**src/rtl/cce_consts.svh**
```systemverilog
/*
 Constants for the compare and convert execution block: register
 offsets, field positions, status bits and encodings.
 Assumes inclusion by bare name from the package and the design.
*/
`ifndef CCE_CONSTS_SVH
`define CCE_CONSTS_SVH

`define REG_ADDR_W      8
`define REG_STATUS      8'h00
`define REG_MASK        8'h04
`define REG_ROUND_SET   8'h08
`define REG_TRAP_A      8'h0C
`define REG_TRAP_B      8'h10
`define REG_TRAP_DEST   8'h14

`define ST_W            4
`define ST_TRAP         0
`define ST_CMP_TRUE     1
`define ST_BAD_FMT      2
`define ST_BAD_RND      3
`define ST_RESET        4'h0
`define BIT_RESET       1'b0
`define IDX_RESET       8'h00

`define FMT_INT         2'h0
`define FMT_SINGLE      2'h1
`define FMT_DOUBLE      2'h2
`define FMT_RSVD        2'h3

`define RND_NEAREST     3'h0
`define RND_MINUS       3'h1
`define RND_PLUS        3'h2
`define RND_ZERO        3'h3
`define RND_USE_SET     3'h4
`define RND_SET_RESET   2'h0

`define BOOL_TRUE       32'h80000000
`define BOOL_FALSE      32'h00000000
`define IMM_W           8
`define FIELD_W         8
`define ZERO32          32'h00000000

`endif

```
**src/rtl/cce_pkg.sv**
```systemverilog
/*
 Types shared by the compare and convert execution block.
 Assumes cce_consts.svh is on the include path.
*/
package cce_pkg;
`include "cce_consts.svh"

   typedef enum logic [2:0] {
      OP_CONVERT = 3'b001,
      OP_BYTE    = 3'b010,
      OP_EQUAL   = 3'b100
   } op_type;

   typedef logic [1:0] fmt_type;
   typedef logic [2:0] rnd_type;
endpackage

```
**src/rtl/compare_convert_exec.sv**
```systemverilog
/*
 Execution unit for the data-format conversion (trapped, never done in
 hardware) and the byte-match and equality compares, with a small
 register file and one interrupt line.
 Assumes a pipeline that issues one decoded instruction per ISSUE_I
 pulse and a plain synchronous register port.
*/
// Functional notes
// - Format fields are 2 bits: 00 integer, 01 single, 10 double, 11 reserved.
// - Rounding: 000 nearest, 001 down, 010 up, 011 zero, 100 from setting, 101-111 reserved.
// - With an integer side, unsigned select 0 means signed and 1 unsigned.
// - Conversion rounds the first operand into the destination format and register.
// - Hardware never converts; a conversion raises a dedicated trap for emulation.
// - The trap loads the source and destination pointers and the packed field word.
// - With unsigned select 1 the captured field includes the stack pointer added to it.
// - Double values use a register and its twin; single values use one register.
// - Byte-match compare writes TRUE if any same-position byte pair matches, else FALSE.
// - Equality compare writes TRUE when the full words are equal, else FALSE.
// - Immediate select picks the right register or a zero-extended 8-bit immediate.
`timescale 1ns/100ps
`default_nettype none
`include "cce_consts.svh"

module compare_convert_exec (
   input  wire logic                   REF_CLK_I,
   input  wire logic                   RESET_I,
   input  wire logic                   ISSUE_I,
   input  wire cce_pkg::op_type        OP_I,
   input  wire logic [7:0]             LEFT_IDX_I,
   input  wire logic [7:0]             RIGHT_IDX_I,
   input  wire logic [7:0]             RESULT_IDX_I,
   input  wire logic [31:0]            FIRST_OPERAND_I,
   input  wire logic [31:0]            RIGHT_REG_I,
   input  wire logic                   IMM_SEL_I,
   input  wire logic [7:0]             IMM_I,
   input  wire logic                   UNSIGNED_SEL_I,
   input  wire cce_pkg::rnd_type       ROUNDING_I,
   input  wire cce_pkg::fmt_type       DEST_FMT_I,
   input  wire cce_pkg::fmt_type       SRC_FMT_I,
   input  wire logic [31:0]            STACK_PTR_I,
   input  wire logic [7:0]             ADDR_I,
   input  wire logic [31:0]            WDATA_I,
   input  wire logic                   WR_I,
   input  wire logic                   RD_I,
   output logic [31:0]                 RDATA_O,
   output logic [31:0]                 RESULT_O,
   output logic [7:0]                  RESULT_IDX_O,
   output logic                        RESULT_WE_O,
   output logic                        TRAP_O,
   output logic [7:0]                  TRAP_A_PTR_O,
   output logic [31:0]                 TRAP_B_O,
   output logic [7:0]                  TRAP_DEST_PTR_O,
   output logic                        SRC_PAIR_O,
   output logic                        DEST_PAIR_O,
   output logic                        INT_UNSIGNED_O,
   output logic [1:0]                  ROUND_MODE_O,
   output logic                        IRQ_O
);
   import cce_pkg::*;

   function automatic logic fmt_bad(input fmt_type f);
      fmt_bad = (f == `FMT_RSVD);
   endfunction

   function automatic logic is_double(input fmt_type f);
      is_double = (f == `FMT_DOUBLE);
   endfunction

   logic [31:0]      result_ff;
   logic [7:0]       result_idx_ff;
   logic             result_we_ff;
   logic             trap_ff;
   logic [7:0]       trap_a_ff;
   logic [31:0]      trap_b_ff;
   logic [7:0]       trap_dest_ff;
   logic             src_pair_ff;
   logic             dest_pair_ff;
   logic             int_uns_ff;
   logic [1:0]       round_mode_ff;
   logic [`ST_W-1:0] status_ff;
   logic [`ST_W-1:0] mask_ff;
   logic [1:0]       round_set_ff;
   logic [31:0]      rdata_ff;
   logic             irq_ff;

   wire         do_conv  = ISSUE_I && (OP_I == OP_CONVERT);
   wire         do_byte  = ISSUE_I && (OP_I == OP_BYTE);
   wire         do_equal = ISSUE_I && (OP_I == OP_EQUAL);
   wire         do_cmp   = do_byte || do_equal;

   // Zero-extended immediate or right register
   wire [31:0]  second_operand = IMM_SEL_I ? {24'h000000, IMM_I} : RIGHT_REG_I;

   // Per-lane byte equality
   wire [3:0]   lane_eq;
   genvar g;
   generate
      for (g = 0; g < 4; g = g + 1) begin : gen_lane
         assign lane_eq[g] = FIRST_OPERAND_I[8*g +: 8] == second_operand[8*g +: 8];
      end
   endgenerate

   wire         byte_hit  = |lane_eq;
   wire         word_hit  = FIRST_OPERAND_I == second_operand;
   wire         cmp_true  = do_byte ? byte_hit : word_hit;
   // Boolean is the top bit only; a true compare also sets status bit ST_CMP_TRUE
   wire [31:0]  cmp_value = cmp_true ? `BOOL_TRUE : `BOOL_FALSE;

   // Packed unsigned, rounding, destination, source fields
   wire [`FIELD_W-1:0] conv_field = {UNSIGNED_SEL_I, ROUNDING_I, DEST_FMT_I, SRC_FMT_I};
   // Stack pointer is folded in when unsigned; handler subtracts it
   wire [31:0]  sp_add   = UNSIGNED_SEL_I ? STACK_PTR_I : `ZERO32;
   wire [31:0]  trap_b_v = {24'h000000, conv_field} + sp_add;

   // Reserved and like-to-like formats are flagged, not acted on
   wire         fmt_err  = fmt_bad(SRC_FMT_I) || fmt_bad(DEST_FMT_I)
                           || (SRC_FMT_I == DEST_FMT_I);
   wire         rnd_err  = ROUNDING_I > `RND_USE_SET;
   // Setting register stands in for code 100
   wire [1:0]   rnd_eff  = (ROUNDING_I == `RND_USE_SET) ? round_set_ff : ROUNDING_I[1:0];
   // Integer interpretation only matters with an integer side
   wire         int_side = (SRC_FMT_I == `FMT_INT) || (DEST_FMT_I == `FMT_INT);

   // Register port decode
   wire         hit_status = ADDR_I == `REG_STATUS;
   wire         hit_mask   = ADDR_I == `REG_MASK;
   wire         hit_rset   = ADDR_I == `REG_ROUND_SET;
   wire         hit_ta     = ADDR_I == `REG_TRAP_A;
   wire         hit_tb     = ADDR_I == `REG_TRAP_B;
   wire         hit_td     = ADDR_I == `REG_TRAP_DEST;

   wire [31:0]  rd_mux = hit_status ? {28'h0000000, status_ff} :
                         hit_mask   ? {28'h0000000, mask_ff} :
                         hit_rset   ? {30'h0, round_set_ff} :
                         hit_ta     ? {24'h000000, trap_a_ff} :
                         hit_tb     ? trap_b_ff :
                         hit_td     ? {24'h000000, trap_dest_ff} : `ZERO32;

   wire [`ST_W-1:0] events;
   assign events[`ST_TRAP]     = do_conv;
   assign events[`ST_CMP_TRUE] = do_cmp && cmp_true;
   assign events[`ST_BAD_FMT]  = do_conv && fmt_err;
   assign events[`ST_BAD_RND]  = do_conv && rnd_err;

   // Write-one clears, but a same-cycle event wins
   wire [`ST_W-1:0] w1c = (WR_I && hit_status) ? WDATA_I[`ST_W-1:0] : `ST_RESET;
   wire [`ST_W-1:0] nxt_status = (status_ff & ~w1c) | events;
   wire [`ST_W-1:0] nxt_mask   = (WR_I && hit_mask) ? WDATA_I[`ST_W-1:0] : mask_ff;
   wire [1:0]       nxt_rset   = (WR_I && hit_rset) ? WDATA_I[1:0] : round_set_ff;
   wire             nxt_irq    = |(nxt_status & mask_ff);
   wire [31:0]      nxt_rdata  = RD_I ? rd_mux : `ZERO32;

   // Status events win over a same-cycle clear
   always_ff @(posedge REF_CLK_I) begin
      if (RESET_I) begin
         status_ff <= `ST_RESET;
      end else begin
         status_ff <= nxt_status;
      end
   end

   always_ff @(posedge REF_CLK_I) begin
      if (RESET_I) begin
         mask_ff <= `ST_RESET;
      end else begin
         mask_ff <= nxt_mask;
      end
   end

   // Setting used when the rounding code defers to it
   always_ff @(posedge REF_CLK_I) begin
      if (RESET_I) begin
         round_set_ff <= `RND_SET_RESET;
      end else begin
         round_set_ff <= nxt_rset;
      end
   end

   // Read data stands one cycle, zero otherwise
   always_ff @(posedge REF_CLK_I) begin
      if (RESET_I) begin
         rdata_ff <= `ZERO32;
      end else begin
         rdata_ff <= nxt_rdata;
      end
   end

   // Registered so the interrupt pin comes straight from a flop
   always_ff @(posedge REF_CLK_I) begin
      if (RESET_I) begin
         irq_ff <= `BIT_RESET;
      end else begin
         irq_ff <= nxt_irq;
      end
   end

   // Write-back strobe pulses one cycle after each compare issue
   always_ff @(posedge REF_CLK_I) begin
      if (RESET_I) begin
         result_we_ff <= `BIT_RESET;
      end else begin
         result_we_ff <= do_cmp;
      end
   end

   // Result holds until the next compare; conversion never writes
   always_ff @(posedge REF_CLK_I) begin
      if (RESET_I) begin
         result_ff <= `ZERO32;
      end else if (do_cmp) begin
         result_ff <= cmp_value;
      end
   end

   always_ff @(posedge REF_CLK_I) begin
      if (RESET_I) begin
         result_idx_ff <= `IDX_RESET;
      end else if (do_cmp) begin
         result_idx_ff <= RESULT_IDX_I;
      end
   end

   // Conversion is handed to software via the trap
   always_ff @(posedge REF_CLK_I) begin
      if (RESET_I) begin
         trap_ff <= `BIT_RESET;
      end else begin
         trap_ff <= do_conv;
      end
   end

   // Trap capture holds until the next conversion issue
   always_ff @(posedge REF_CLK_I) begin
      if (RESET_I) begin
         trap_a_ff <= `IDX_RESET;
      end else if (do_conv) begin
         trap_a_ff <= LEFT_IDX_I;
      end
   end

   always_ff @(posedge REF_CLK_I) begin
      if (RESET_I) begin
         trap_dest_ff <= `IDX_RESET;
      end else if (do_conv) begin
         trap_dest_ff <= RESULT_IDX_I;
      end
   end

   // Handler must undo the stack pointer addition itself
   always_ff @(posedge REF_CLK_I) begin
      if (RESET_I) begin
         trap_b_ff <= `ZERO32;
      end else if (do_conv) begin
         trap_b_ff <= trap_b_v;
      end
   end

   // Pair flags only; twin numbering is left to the handler
   always_ff @(posedge REF_CLK_I) begin
      if (RESET_I) begin
         src_pair_ff <= `BIT_RESET;
      end else if (do_conv) begin
         src_pair_ff <= is_double(SRC_FMT_I);
      end
   end

   always_ff @(posedge REF_CLK_I) begin
      if (RESET_I) begin
         dest_pair_ff <= `BIT_RESET;
      end else if (do_conv) begin
         dest_pair_ff <= is_double(DEST_FMT_I);
      end
   end

   // Float-only conversions report signed, whatever the select bit
   always_ff @(posedge REF_CLK_I) begin
      if (RESET_I) begin
         int_uns_ff <= `BIT_RESET;
      end else if (do_conv) begin
         int_uns_ff <= int_side && UNSIGNED_SEL_I;
      end
   end

   // Reserved codes pass their low bits; the status bit flags them
   always_ff @(posedge REF_CLK_I) begin
      if (RESET_I) begin
         round_mode_ff <= `RND_SET_RESET;
      end else if (do_conv) begin
         round_mode_ff <= rnd_eff;
      end
   end

   assign RDATA_O         = rdata_ff;
   assign RESULT_O        = result_ff;
   assign RESULT_IDX_O    = result_idx_ff;
   assign RESULT_WE_O     = result_we_ff;
   assign TRAP_O          = trap_ff;
   assign TRAP_A_PTR_O    = trap_a_ff;
   assign TRAP_B_O        = trap_b_ff;
   assign TRAP_DEST_PTR_O = trap_dest_ff;
   assign SRC_PAIR_O      = src_pair_ff;
   assign DEST_PAIR_O     = dest_pair_ff;
   assign INT_UNSIGNED_O  = int_uns_ff;
   assign ROUND_MODE_O    = round_mode_ff;
   assign IRQ_O           = irq_ff;
endmodule
`default_nettype wire

```
**config.mk**
```make
export PLATFORM = sky130hd
export DESIGN_NAME = compare_convert_exec
export DESIGN_NICKNAME = d
export VERILOG_FILES = /design/src/rtl/cce_pkg.sv /design/src/rtl/compare_convert_exec.sv
export VERILOG_INCLUDE_DIRS = /design/src /design/src/rtl
export SDC_FILE = /design/constraint.sdc
export NUM_CORES = 1
export LEC_CHECK = 0
export BUFFER_PORTS_ARGS = -buffer_cell sky130_fd_sc_hd__buf_2
export CORE_AREA = 2 2 122 124
export DETAILED_ROUTE_END_ITERATION = 8
export DIE_AREA = 0 0 124 126
export PLACE_DENSITY = 0.72
export SLEW_MARGIN = 20
export SYNTH_ARGS = -nofsm -noshare
export SYNTH_HDL_FRONTEND = slang
export SYNTH_SLANG_ARGS = --single-unit
```
**constraint.sdc**
```tcl
create_clock -name REF_CLK_I -period 2.99 [get_ports REF_CLK_I]
set_clock_uncertainty 0.05 [all_clocks]
set_input_delay 0.1495 -clock REF_CLK_I [delete_from_list [all_inputs] [get_ports REF_CLK_I]]
set_output_delay 0.1495 -clock REF_CLK_I [all_outputs]
set_load 0.02 [all_outputs]
```
-- Word level (Yosys, flattened, before mapping)
Index checks and enable logic that the tools add are counted.
- register bits: 138
- latch bits: 0
- RAM bits: 0
- ROM bits: 0
- input port bits: 185
- output and inout port bits: 128
- logic and storage cells: 78
- memories kept: 0
- add/subtract/negate cells: 1
- $mul: 0
- div/mod/pow operators: 0
- $lt $le $gt $ge: 1
- equality and inequality tests: 19
- shift operators: 0
- multiplexer cells: 12
- bitwise logic cells: 5
- reduce and logical (&&, ||, !) cells: 22
- operators with widths (operator ; number):
    2-to-1 mux 32 bit ; 4
    adder 8 x 32 -> 32 bit ; 1
    equality test 32 bit ; 1
    equality test 8 bit ; 4
    equality test 8 x 4 -> 1 bit, second input constant ; 2
    equality test 8 x 5 -> 1 bit, second input constant ; 2
    2-to-1 mux 4 bit ; 4
    2-to-1 mux 8 bit ; 2
    logical AND 1 bit ; 10
    AND 4 bit ; 2
    equality test 2 bit, second input constant ; 4
    equality test 8 x 3 -> 1 bit, second input constant ; 1
    zero test 8 bit ; 1
    OR reduction 4 bit ; 2
    equality test 3 bit, second input constant ; 2
    OR reduction 6 bit ; 1
    OR reduction 5 bit ; 1
    zero test 2 bit ; 2
    logical OR 1 bit ; 4
    inverter 4 bit ; 1
    bitwise OR 4 bit ; 1
    equality test 3 x 1 -> 1 bit, second input constant ; 1
    equality test 3 x 2 -> 1 bit, second input constant ; 1
    greater-than comparator 3 bit, second input constant ; 1
    5 further kinds ; 5

-- Logic depth before layout (Yosys ltp)
Gate-level depths: netlist (run 1).
- depth in word-level cells: 8
- mapped depth: 13
- mapped depth without buffers: 10

-- Worst setup path after synthesis (run 1)
Ideal clock, no wire load.
- kind: input-to-reg
- from: input UNSIGNED_SEL_I
- to: register trap_b_ff[22] (netlist: TRAP_B_O[22])
- library setup time: 79 ps
- arrival: 2847 ps
- required time: 2861 ps
- slack: 14 ps
- stages: 13
- path buffers: 3
- path through: buf_2 clkbuf_1 clkbuf_1 and2_1 ha_1 fa_1 a21o_1 a21o_1 a2111oi_4 nor2_1 nor4b_1 xor2_1 a211oi_2
- cells in the longest elaborated chain, start to end: 2
- RTL lines (item ; RTL line ; RTL):
    start: declaration ; compare_convert_exec.sv:36 ; input wire logic UNSIGNED_SEL_I,
    2-to-1 mux 32 bit (no source line) ; n/a ;
    adder 8 x 32 -> 32 bit (*) ; compare_convert_exec.sv:113 ; wire [31:0] trap_b_v = {24'h000000, conv_field} + sp_add;
    end signal: assignment ; compare_convert_exec.sv:252 ; trap_b_ff <= `ZERO32;
    end signal: assignment ; compare_convert_exec.sv:254 ; trap_b_ff <= trap_b_v;
    end: declaration ; compare_convert_exec.sv:74 ; logic [31:0] trap_b_ff;
Mark *: on every way between the ends. The rest lies on a longest branch, timed or not.
A chain may end at the register's enable or synchronous reset.

-- Worst setup path in the final report (run 1)
Same ends and word-level chain as after synthesis.

==> results of run 1 <==
power by group:
group	switching (W)	internal [W]	total [W]
sequential	0.0000161	0.00145	0.00146
clock	0.000605	0.000596	0.00120
combinational	0.000308	0.000224	0.000532
total	0.000929	0.00227	0.00320
how the worst min path moves through the flow:
stage	slack (ns)	from	endpoint
after global placement	0.35	LEFT_IDX_I[7]	TRAP_A_PTR_O[7]
after global routing	0.03	WDATA_I[1]	round_set_ff[1]
after CTS	0.004	WDATA_I[2]	mask_ff[2]
final	0.01	WDATA_I[2]	mask_ff[2]
after detailed placement	0.35	LEFT_IDX_I[4]	TRAP_A_PTR_O[4]
after floorplan	0.24	LEFT_IDX_I[1]	TRAP_A_PTR_O[1]
placed cells by master (no fill, tap or decap), types with 7 or more instances in the layout:
master         synthesis  layout
nor2b_1                9       9
xnor2_1               31      31
xor2_1                16      16
and2_1                31      31
a31oi_1               10      10
nand3_1               26      26
nor4bb_1              10       9
conb_1                 1      31
mux2i_1               26      26
nand3b_1               7       7
clkbuf_16              0       9
o21ai_0               35      35
dfxtp_1              107     107
nand2_1               94      94
a211oi_1              11      11
buf_4                 31      10
nor3_1                13      13
dlygate4sd3_1          0      17
a21oi_1               37      37
nor2_1                73      73
ha_1                   7       7
a21o_1                 8       8
buf_2                  5     245
state kept, by name, summed over array words and instances, names as in the netlist, 2 cells and up:
signal           count
mask_ff              4
TRAP_DEST_PTR_O      8
TRAP_B_O            32
status_ff            4
round_set_ff         2
RDATA_O             32
RESULT_IDX_O         8
ROUND_MODE_O         2
TRAP_A_PTR_O         8
per-layer routing:
metal	vias up	share of wire (%)	track usage, %
met5	-	0	0
met1	2581	44	25.5
li1	2885	-	-
met3	34	7.0	4.76
met4	0	2.7	7.87
met2	220	47	35.1
cell type report:
class / instances / area, um^2
timing repair buffer: 272 / 1470
clock buffer: 9 / 225
antenna: 1 / 2.50
inverter: 3 / 11.3
multi-input combinational: 552 / 3360
sequential: 107 / 2140
tap: 184 / 230
clock inverter: 7 / 80.1
fill: 1376 / 6790
Yosys cell counts, types with 4 or more instances:
master | number | share of area (%)
nor3_1 | 13 | 1.1
xnor2_1 | 31 | 4.7
a22o_1 | 6 | 0.91
or4_1 | 5 | 0.65
buf_2 | 5 | 0.43
buf_4 | 31 | 4.0
and3_1 | 4 | 0.43
o21ai_0 | 35 | 3.0
nor4bb_1 | 10 | 1.7
or3_1 | 4 | 0.43
dfxtp_1 | 107 | 37
xor2_1 | 16 | 2.4
ha_1 | 7 | 1.5
a21oi_1 | 37 | 3.2
nor2b_1 | 9 | 0.97
mux2i_1 | 26 | 4.5
clkbuf_1 | 26 | 1.7
a22oi_1 | 6 | 0.78
and2_1 | 31 | 3.4
a211oi_1 | 11 | 1.4
a32oi_1 | 4 | 0.61
nand3b_1 | 7 | 0.91
nor2_1 | 73 | 4.7
nand2_1 | 94 | 6.1
nand3_1 | 26 | 2.3
a31oi_1 | 10 | 1.1
a21o_1 | 8 | 1.0
nand4_1 | 4 | 0.43
logic make-up (layout without fill, tap and decap cells):
group	count (synthesis)	after routing	share of synthesized area, %
other	1	32	0.0649
AO/OA/AOI/OAI	136	136	15.2
AND/OR/NAND/NOR	301	301	26.5
flip-flops	107	107	37.0
buffers and inverters	71	291	7.08
XOR/XNOR	47	47	7.12
adder cells (fa/ha/maj)	8	8	1.86
multiplexers	29	29	5.09
timing repair:
item                                   CTS  global route
endpoints found under the hold margin   25             0
hold buffers                            17             0
buffers inserted                         0             0
worst max-delay path, stage by stage:
cell and delay, ns:
buf_2 0.12, and2_1 0.14, ha_1 0.20, fa_1 0.41, a21o_1 0.18, a21o_1 0.24, a2111oi_4 0.55, nor2_1 0.11
nor4b_1 0.18, xor2_1 0.17, a211oi_2 0.21
through the flow:
step / area [um^2] / hold slack [ns]
after floorplan: 5890 / 0.236
after global placement: 7050 / 0.345
after detailed placement: 7050 / 0.345
after CTS: 7520 / 0.00362
after global routing: 7520 / 0.0256
final: 7530 / 0.0143
==> metrics, run 1 <==
status complete, no violations; crit path to TRAP_B_O[22]; path depth of the worst reg2reg path 4; Port Buffers 245; Slew Viols, Final 0; Design Power 0.00320 W; Clock Latency Late Sink 0.36 ns; placed cell count 1101; hold depth 3; fin nets 1138; P_leak 3.48 nW; clock sink total 107; core area 14300 um^2; Crit. End Element flop; Hold Crit Class primary input to flop; residual DRC count 0; VDD IR max 312 uV; asr flop ratio synth 0%; DR WL/cell 14.6 um; post_cts resized 0; synth warn 0; vias 5720; Final Non-Filler Cells 1135; Die ar. 15600 um^2; setup_tns 0 ns; count of cell types in the netlist 61; P per Cell Area 425 nW/um^2; largest net degree at the start of global routing 40; final hold viol count 0; htree depth 3; initial antenna violation count 0; RR Startpoint status_ff[3]; Worst Path Required 3.21 ns; crit path launch UNSIGNED_SEL_I; Syn Area/Cell 8.26 um^2; antenna viol nets, final 0; fin util 52.6%; critical path startpoint category primary input; HPWL Detailed 12.8 mm; Slew @ Worst Pin 0.774 ns; # rows 44; CTS max path bufs 2; r2r endpoint IRQ_O; final worst setup slack 0.548 ns; fmax 409 MHz; share of layout cells above drive strength 1 30.1%; grt total ovfl 0; Die Y 126 um; Layout area overhead 30.2%; Seq/Total Area, Yosys 37.0%; slew margin rel. 48.2%; Max Cap Viol 0; CTS tree done; Setup WS pre-CTS 0.217 ns; global-route wire length before repair 25.6 mm; worst-path fanout max 5; vias in the first global route 5226; clock-pin transition on the worst setup and hold timing paths 0.07 ns; top_reg_cell synth dfxtp_1; root buffer cell clkbuf_16; DR vias/cell 5.04; Mapped Area 5780 um^2; Synth Instances 700; synthesized flop and latch total 107; DRT Pass-1 Iters 6; Critical Path AT 2.67 ns; Final Critical Period 2.44 ns; R2R Setup Slk 1.73 ns; Final setup viols 0; Final GP Congestion 0.900; Starting Density 40.4%; initial drt markers 229; Post-synth EDFFs 0; Die Width 124 um; aggregate global-route resource usage 20.8%; RSZ-0062 raised after global routing false; IO Count 313; Setup CP Type primary input to flop; final wirelength 16.6 mm; Num CTS Buffers 9; Final period util 81.7%
Power figures use the tool's default switching activity.
==> run 2, diff against run 1 <==
Settings changed: CORE_AREA 2 2 122 124 to 2 2 120 122, DIE_AREA 0 0 124 126 to 0 0 122 124.
Clock period 2.99 ns to 2.5 ns, I/O delays scaled along.
==> run 2 against run 1 <==
  * Register-to-register slack got worse by 0.50 ns
  * Critical path depth is 1 higher
  * Setup slack worse by 0.25 ns
  * Wire length rose by 0.21%
  * Power is 20% higher
  * Die area fell by 3.2%
  * Clock-buffer cell count unchanged
  * Final area is 1.4% higher
  * Worst hold slack better by 0.0032 ns
  * Non-clock buffer count grew 9
  * Largest cell class unchanged
  * Via count decreased by 0.80%
  * Global-route usage rose by 0.81 points
==> metrics, run 2 (synthesis gave the netlist of run 1 again) <==
fin nets 1147; switching share of power 28.9%; share of layout cells above drive strength 1 30.9%; DRT Pass-1 Iters 5; Port Buffers 245; DR WL/cell 14.6 um; r2r endpoint IRQ_O; critical path startpoint category primary input; fillers 1308; commonest non-fill, non-tap cells in the layout buf_2, dfxtp_1, nand2_1; CTS max path bufs 2; aggregate global-route resource usage 21.6%; hold depth 3; worst-path fanout max 7; commonest non-fill, non-tap cell in the layout buf_2; delay-heaviest family, CP compound AO/OA/AOI/OAI gates; Worst path slowest cell fa_2; Setup CP Type primary input to flop; initial antenna violation count 0; DR vias/cell 4.98; Clk pwr share 37.2%; antenna fix cells 0; RR Startpoint status_ff[3]; Final GP Congestion 0.914; post_cts resized 0; largest net degree at the start of global routing 39; number of buffer and inverter stages on the critical path 2; Die Y 124 um; R2R Setup Slk 1.23 ns; WHS Endpoint TRAP_B_O[27]; Worst Path Required 2.72 ns; P_sw 0.00111 W; Starting Density 42.1%; WHS 0.0175 ns; HPWL Detailed 12.9 mm; Hold Crit Class primary input to flop; Crit. End Element flop; Final Critical Period 2.20 ns; Clock Latency Late Sink 0.36 ns; IO Count 313; placed cell area 7120 um^2; htree depth 3; Slew @ Worst Pin 0.804 ns; Die Width 122 um; initial drt markers 325; vias 5674; combinational power share 17.1%; most frequent CP cell a21o_1; clock sink total 107; final wirelength 16.6 mm; cells along the critical path buf_2 > and2_4 > ha_4 > fa_2 > a21o_1 > a21o_1 > a2111oi_4 > buf_4 > nor2_1 > nor4b_2 > xor2_1 > a211oi_2; RSZ-0062 raised after global routing false; Layout area overhead 32.0%; fin util 55.6%; slew margin rel. 46.2%; path depth of the worst reg2reg path 4; final hold viol count 0; Critical Path AT 2.42 ns; Final period util 87.9%; # rows 43; Internal 0.00273 W; CTS tree done; Worst path max stage delay 0.40 ns; Num CTS Buffers 9; Final setup viols 0; root buffer cell clkbuf_16; P per Cell Area 502 nW/um^2; status complete, no violations; antenna viol nets, final 0; Slew Viols, Final 0; residual DRC count 0; clock-pin transition on the worst setup and hold timing paths 0.07 ns; global-route wire length before repair 25.7 mm; P_leak 3.53 nW; Die ar. 15100 um^2; Max Cap Viol 0; grt total ovfl 0; VDD IR max 438 uV; vias in the first global route 5262; fmax 455 MHz; fin area 7630 um^2; Flop pwr share 45.7%; setup_tns 0 ns; HP Start STACK_PTR_I[27]; core area 13700 um^2
-- run 2: changes by cell type in the layout (fill, tap and decap cells not counted), sizes merged --
cell and change:
buf +5, inv +1, diode -1, clkinv -1, dlygate4sd3 +4
-- run 2: worst max-delay path by stage --
stage | from | end | slack, ns | cells past startpoint
2_1_floorplan | UNSIGNED_SEL_I | TRAP_B_O[22] | -0.18 | 13
3_3_place_gp | UNSIGNED_SEL_I | TRAP_B_O[22] | -0.009 | 12
3_5_place_dp | UNSIGNED_SEL_I | TRAP_B_O[22] | -0.05 | 12
4_1_cts | UNSIGNED_SEL_I | TRAP_B_O[22] | 0.29 | 12
5_1_grt | UNSIGNED_SEL_I | TRAP_B_O[30] | 0.17 | 10
6_report | UNSIGNED_SEL_I | TRAP_B_O[22] | 0.30 | 12
-- run 2: worst reg2reg max path: stages, from the launching register on --
cell	delay, ns
dfxtp_1	0.33
o2bb2ai_1	0.14
a222oi_1	0.38
nor2b_1	0.18
a311oi_1	0.06
-- run 2: final cells by class --
class	count	area (um^2)	share of cell area [%]
tap	180	225	2.95
timing repair buffer	281	1560	20.5
clock buffer	9	225	2.95
sequential	107	2140	28.1
clock inverter	7	75.1	0.984
inverter	3	11.3	0.148
multi-input combinational	552	3390	44.4
-- run 2: timing repair --
action                     4_1_cts  5_1_grt
setup endpoints to repair        0        0
buffers inserted                 0        0
hold endpoints to repair        31        0
hold buffers                    21        0
-- run 2: per-layer routing --
metal | GRT usage, % | share of wire, %
met1 | 26.5 | 44
met2 | 38.1 | 48
met3 | 3.85 | 6.1
met4 | 7.54 | 1.9
met5 | 0 | 0
-- run 2: power by group through the flow --
stage	combinational [W]	sequential [W]	clock, W
floorplan	0.000382	0.00182	0
global placement	0.000619	0.00179	0
detailed placement	0.000626	0.00179	0
CTS	0.000655	0.00175	0.00145
global route	0.000723	0.00175	0.00152
finish	0.000656	0.00175	0.00143
-- run 2: through the flow --
step,total power [W],cells,setup WS (ns)
after floorplan,0.00220,730,-0.184
after global placement,0.00241,1102,-0.00926
after detailed placement,0.00242,1102,-0.0535
after CTS,0.00386,1139,0.288
after global routing,0.00400,1139,0.167
final,0.00383,1139,0.302
==> run 3, diff against run 2 <==
Settings changed: BUFFER_PORTS_ARGS -buffer_cell sky130_fd_sc_hd__buf_2 to default, DONT_BUFFER_PORTS from default to 1, PLACE_DENSITY 0.72 to 0.52.
==> run 3 against run 2 <==
  * Setup slack worse by 0.049 ns
  * Clock power is 17% higher
  * First-iteration DRC count is 13% lower
  * Largest cell class unchanged
  * Wire length rose by 0.92%
  * Die area unchanged
  * Flip-flop and latch count unchanged
  * Non-clock buffer count down 213
  * Critical path depth fell by 5
  * Power is 2.1% higher
  * Sequential share of layout area grew 3.4 points
  * Highest routed layer unchanged
  * Final area down 11%
  * Clock-buffer cell count did not move
==> metrics, run 3 (synthesis gave the netlist of run 1 again) <==
status complete, no violations; commonest non-fill, non-tap cell in the layout dfxtp_1; Worst Path Required 2.74 ns; CTS max path bufs 2; Final setup viols 0; Num CTS Buffers 9; vias 5102; core area 13700 um^2; Hold Crit Class primary input to flop; Final period util 89.9%; antenna viol nets, final 0; fin nets 934; Setup CP Type primary input to flop; commonest non-fill, non-tap cells in the layout dfxtp_1, nand2_1, nor2_1; aggregate global-route resource usage 21.3%; HPWL Detailed 12.2 mm; multi-input combinational cell area 3390 um^2; DR vias/cell 5.49; # rows 43; root buffer cell clkbuf_16; VDD IR max 357 uV; register area 2140 um^2; final hold viol count 0; P per Cell Area 575 nW/um^2; fmax 445 MHz; Die ar. 15100 um^2; initial drt markers 284; Max Cap Viol 0; share of layout cells above drive strength 1 6.17%; final wirelength 16.8 mm; global-route wire length before repair 25.4 mm; Final Non-Filler Cells 929; R2R Setup Slk 0.72 ns; Die Width 122 um; grt total ovfl 0; hold depth 3; Port Buffers 0; path depth of the worst reg2reg path 5; Critical Path AT 2.49 ns; vias in the first global route 5061; initial antenna violation count 3; Final GP Congestion 0.862; Die Y 124 um; IO Count 313; P_leak 2.55 nW; Layout area overhead 17.7%; setup_tns 0 ns; residual DRC count 0; worst-path fanout max 10; Slew @ Worst Pin 0.833 ns; clock-pin transition on the worst setup and hold timing paths 0.08 ns; Slew Viols, Final 0; critical path startpoint category primary input; Clock Latency Late Sink 0.35 ns; setup bufs post-CTS 0; fillers 1339; Final Critical Period 2.25 ns; DR WL/cell 18.0 um; placed cell count 850; final worst setup slack 0.253 ns; RSZ-0062 raised after global routing false; largest net degree at the start of global routing 68; DRT Pass-1 Iters 5; Setup WS pre-CTS 0.0834 ns; slew margin rel. 44.3%; Crit. End Element flop; clock sink total 107; Starting Density 42.1%; CTS tree done; htree depth 3
==> run 3: changes by cell type in the layout (fill, tap and decap cells not counted), moves of 2 or more <==
cell	previous run	this run
buf_2	245	0
dlygate4sd3_1	21	59
buf_4	14	8
inv_8	3	1
bufinv_16	0	3
diode_2	0	3
==> run 3: routing by layer <==
layer	share of wire, %	up-vias	GRT usage (%)	routed length, um
met1	41	2362	25.7	6850
met4	1.6	0	7.26	263
li1	-	2477	-	-
met3	9.2	21	5.82	1540
met5	0	-	0	0
met2	48	242	36.8	8110
==> run 3: layout make-up <==
cell class / instances / area share [%]
multi-input cells: 552 / 49.9
flip-flops and latches: 107 / 31.5
repair buffers: 68 / 9.96
clock buffers: 9 / 3.31
well taps: 180 / 3.31
clock inverters: 7 / 1.80
inverters: 3 / 0.165
diodes: 3 / 0.110
==> run 3: worst paths after layout <==
check	from	to
max	OP_I[0]	TRAP_B_O[19]
min	STACK_PTR_I[16]	TRAP_B_O[16]
max reg2reg	TRAP_A_PTR_O[2]	RDATA_O[2]
min reg2reg	status_ff[1]	status_ff[1]
==> run 3: worst max-delay path, cell delays in order <==
cell and delay (ns):
dlygate4sd3_1 0.55, nand4bb_2 0.14, dlygate4sd3_1 0.61, nor2_1 0.14, nand2_1 0.25, or4_1 0.58, nand3_1 0.10
==> run 3: report_power, final <==
part | switching, W | internal, W | leakage (nW)
combinational | 0.000245 | 0.000218 | 1.52
clock | 0.000676 | 0.000989 | 0.168
sequential | 0.0000551 | 0.00173 | 0.865
==> run 3: what timing repair did <==
item	4_1_cts	5_1_grt
gates resized for setup	0	1
endpoints found under the setup margin	0	1
hold buffers	60	0
endpoints found under the hold margin	81	0
==> run 3: per-stage QoR <==
| step | utilization [%] | instance area, um^2 | hold WS, ns | total power (W) |
|---|---|---|---|---|
| floorplan | - | 5950 | 0.211 | 0.00220 |
| global placement | 42.5 | 5830 | 0.160 | 0.00218 |
| detailed placement | 42.5 | 5830 | 0.160 | 0.00218 |
| CTS | 49.5 | 6800 | 0.00185 | 0.00393 |
| global route | 49.6 | 6810 | 0.0115 | 0.00406 |
| finish | 49.6 | 6810 | 0.00834 | 0.00391 |
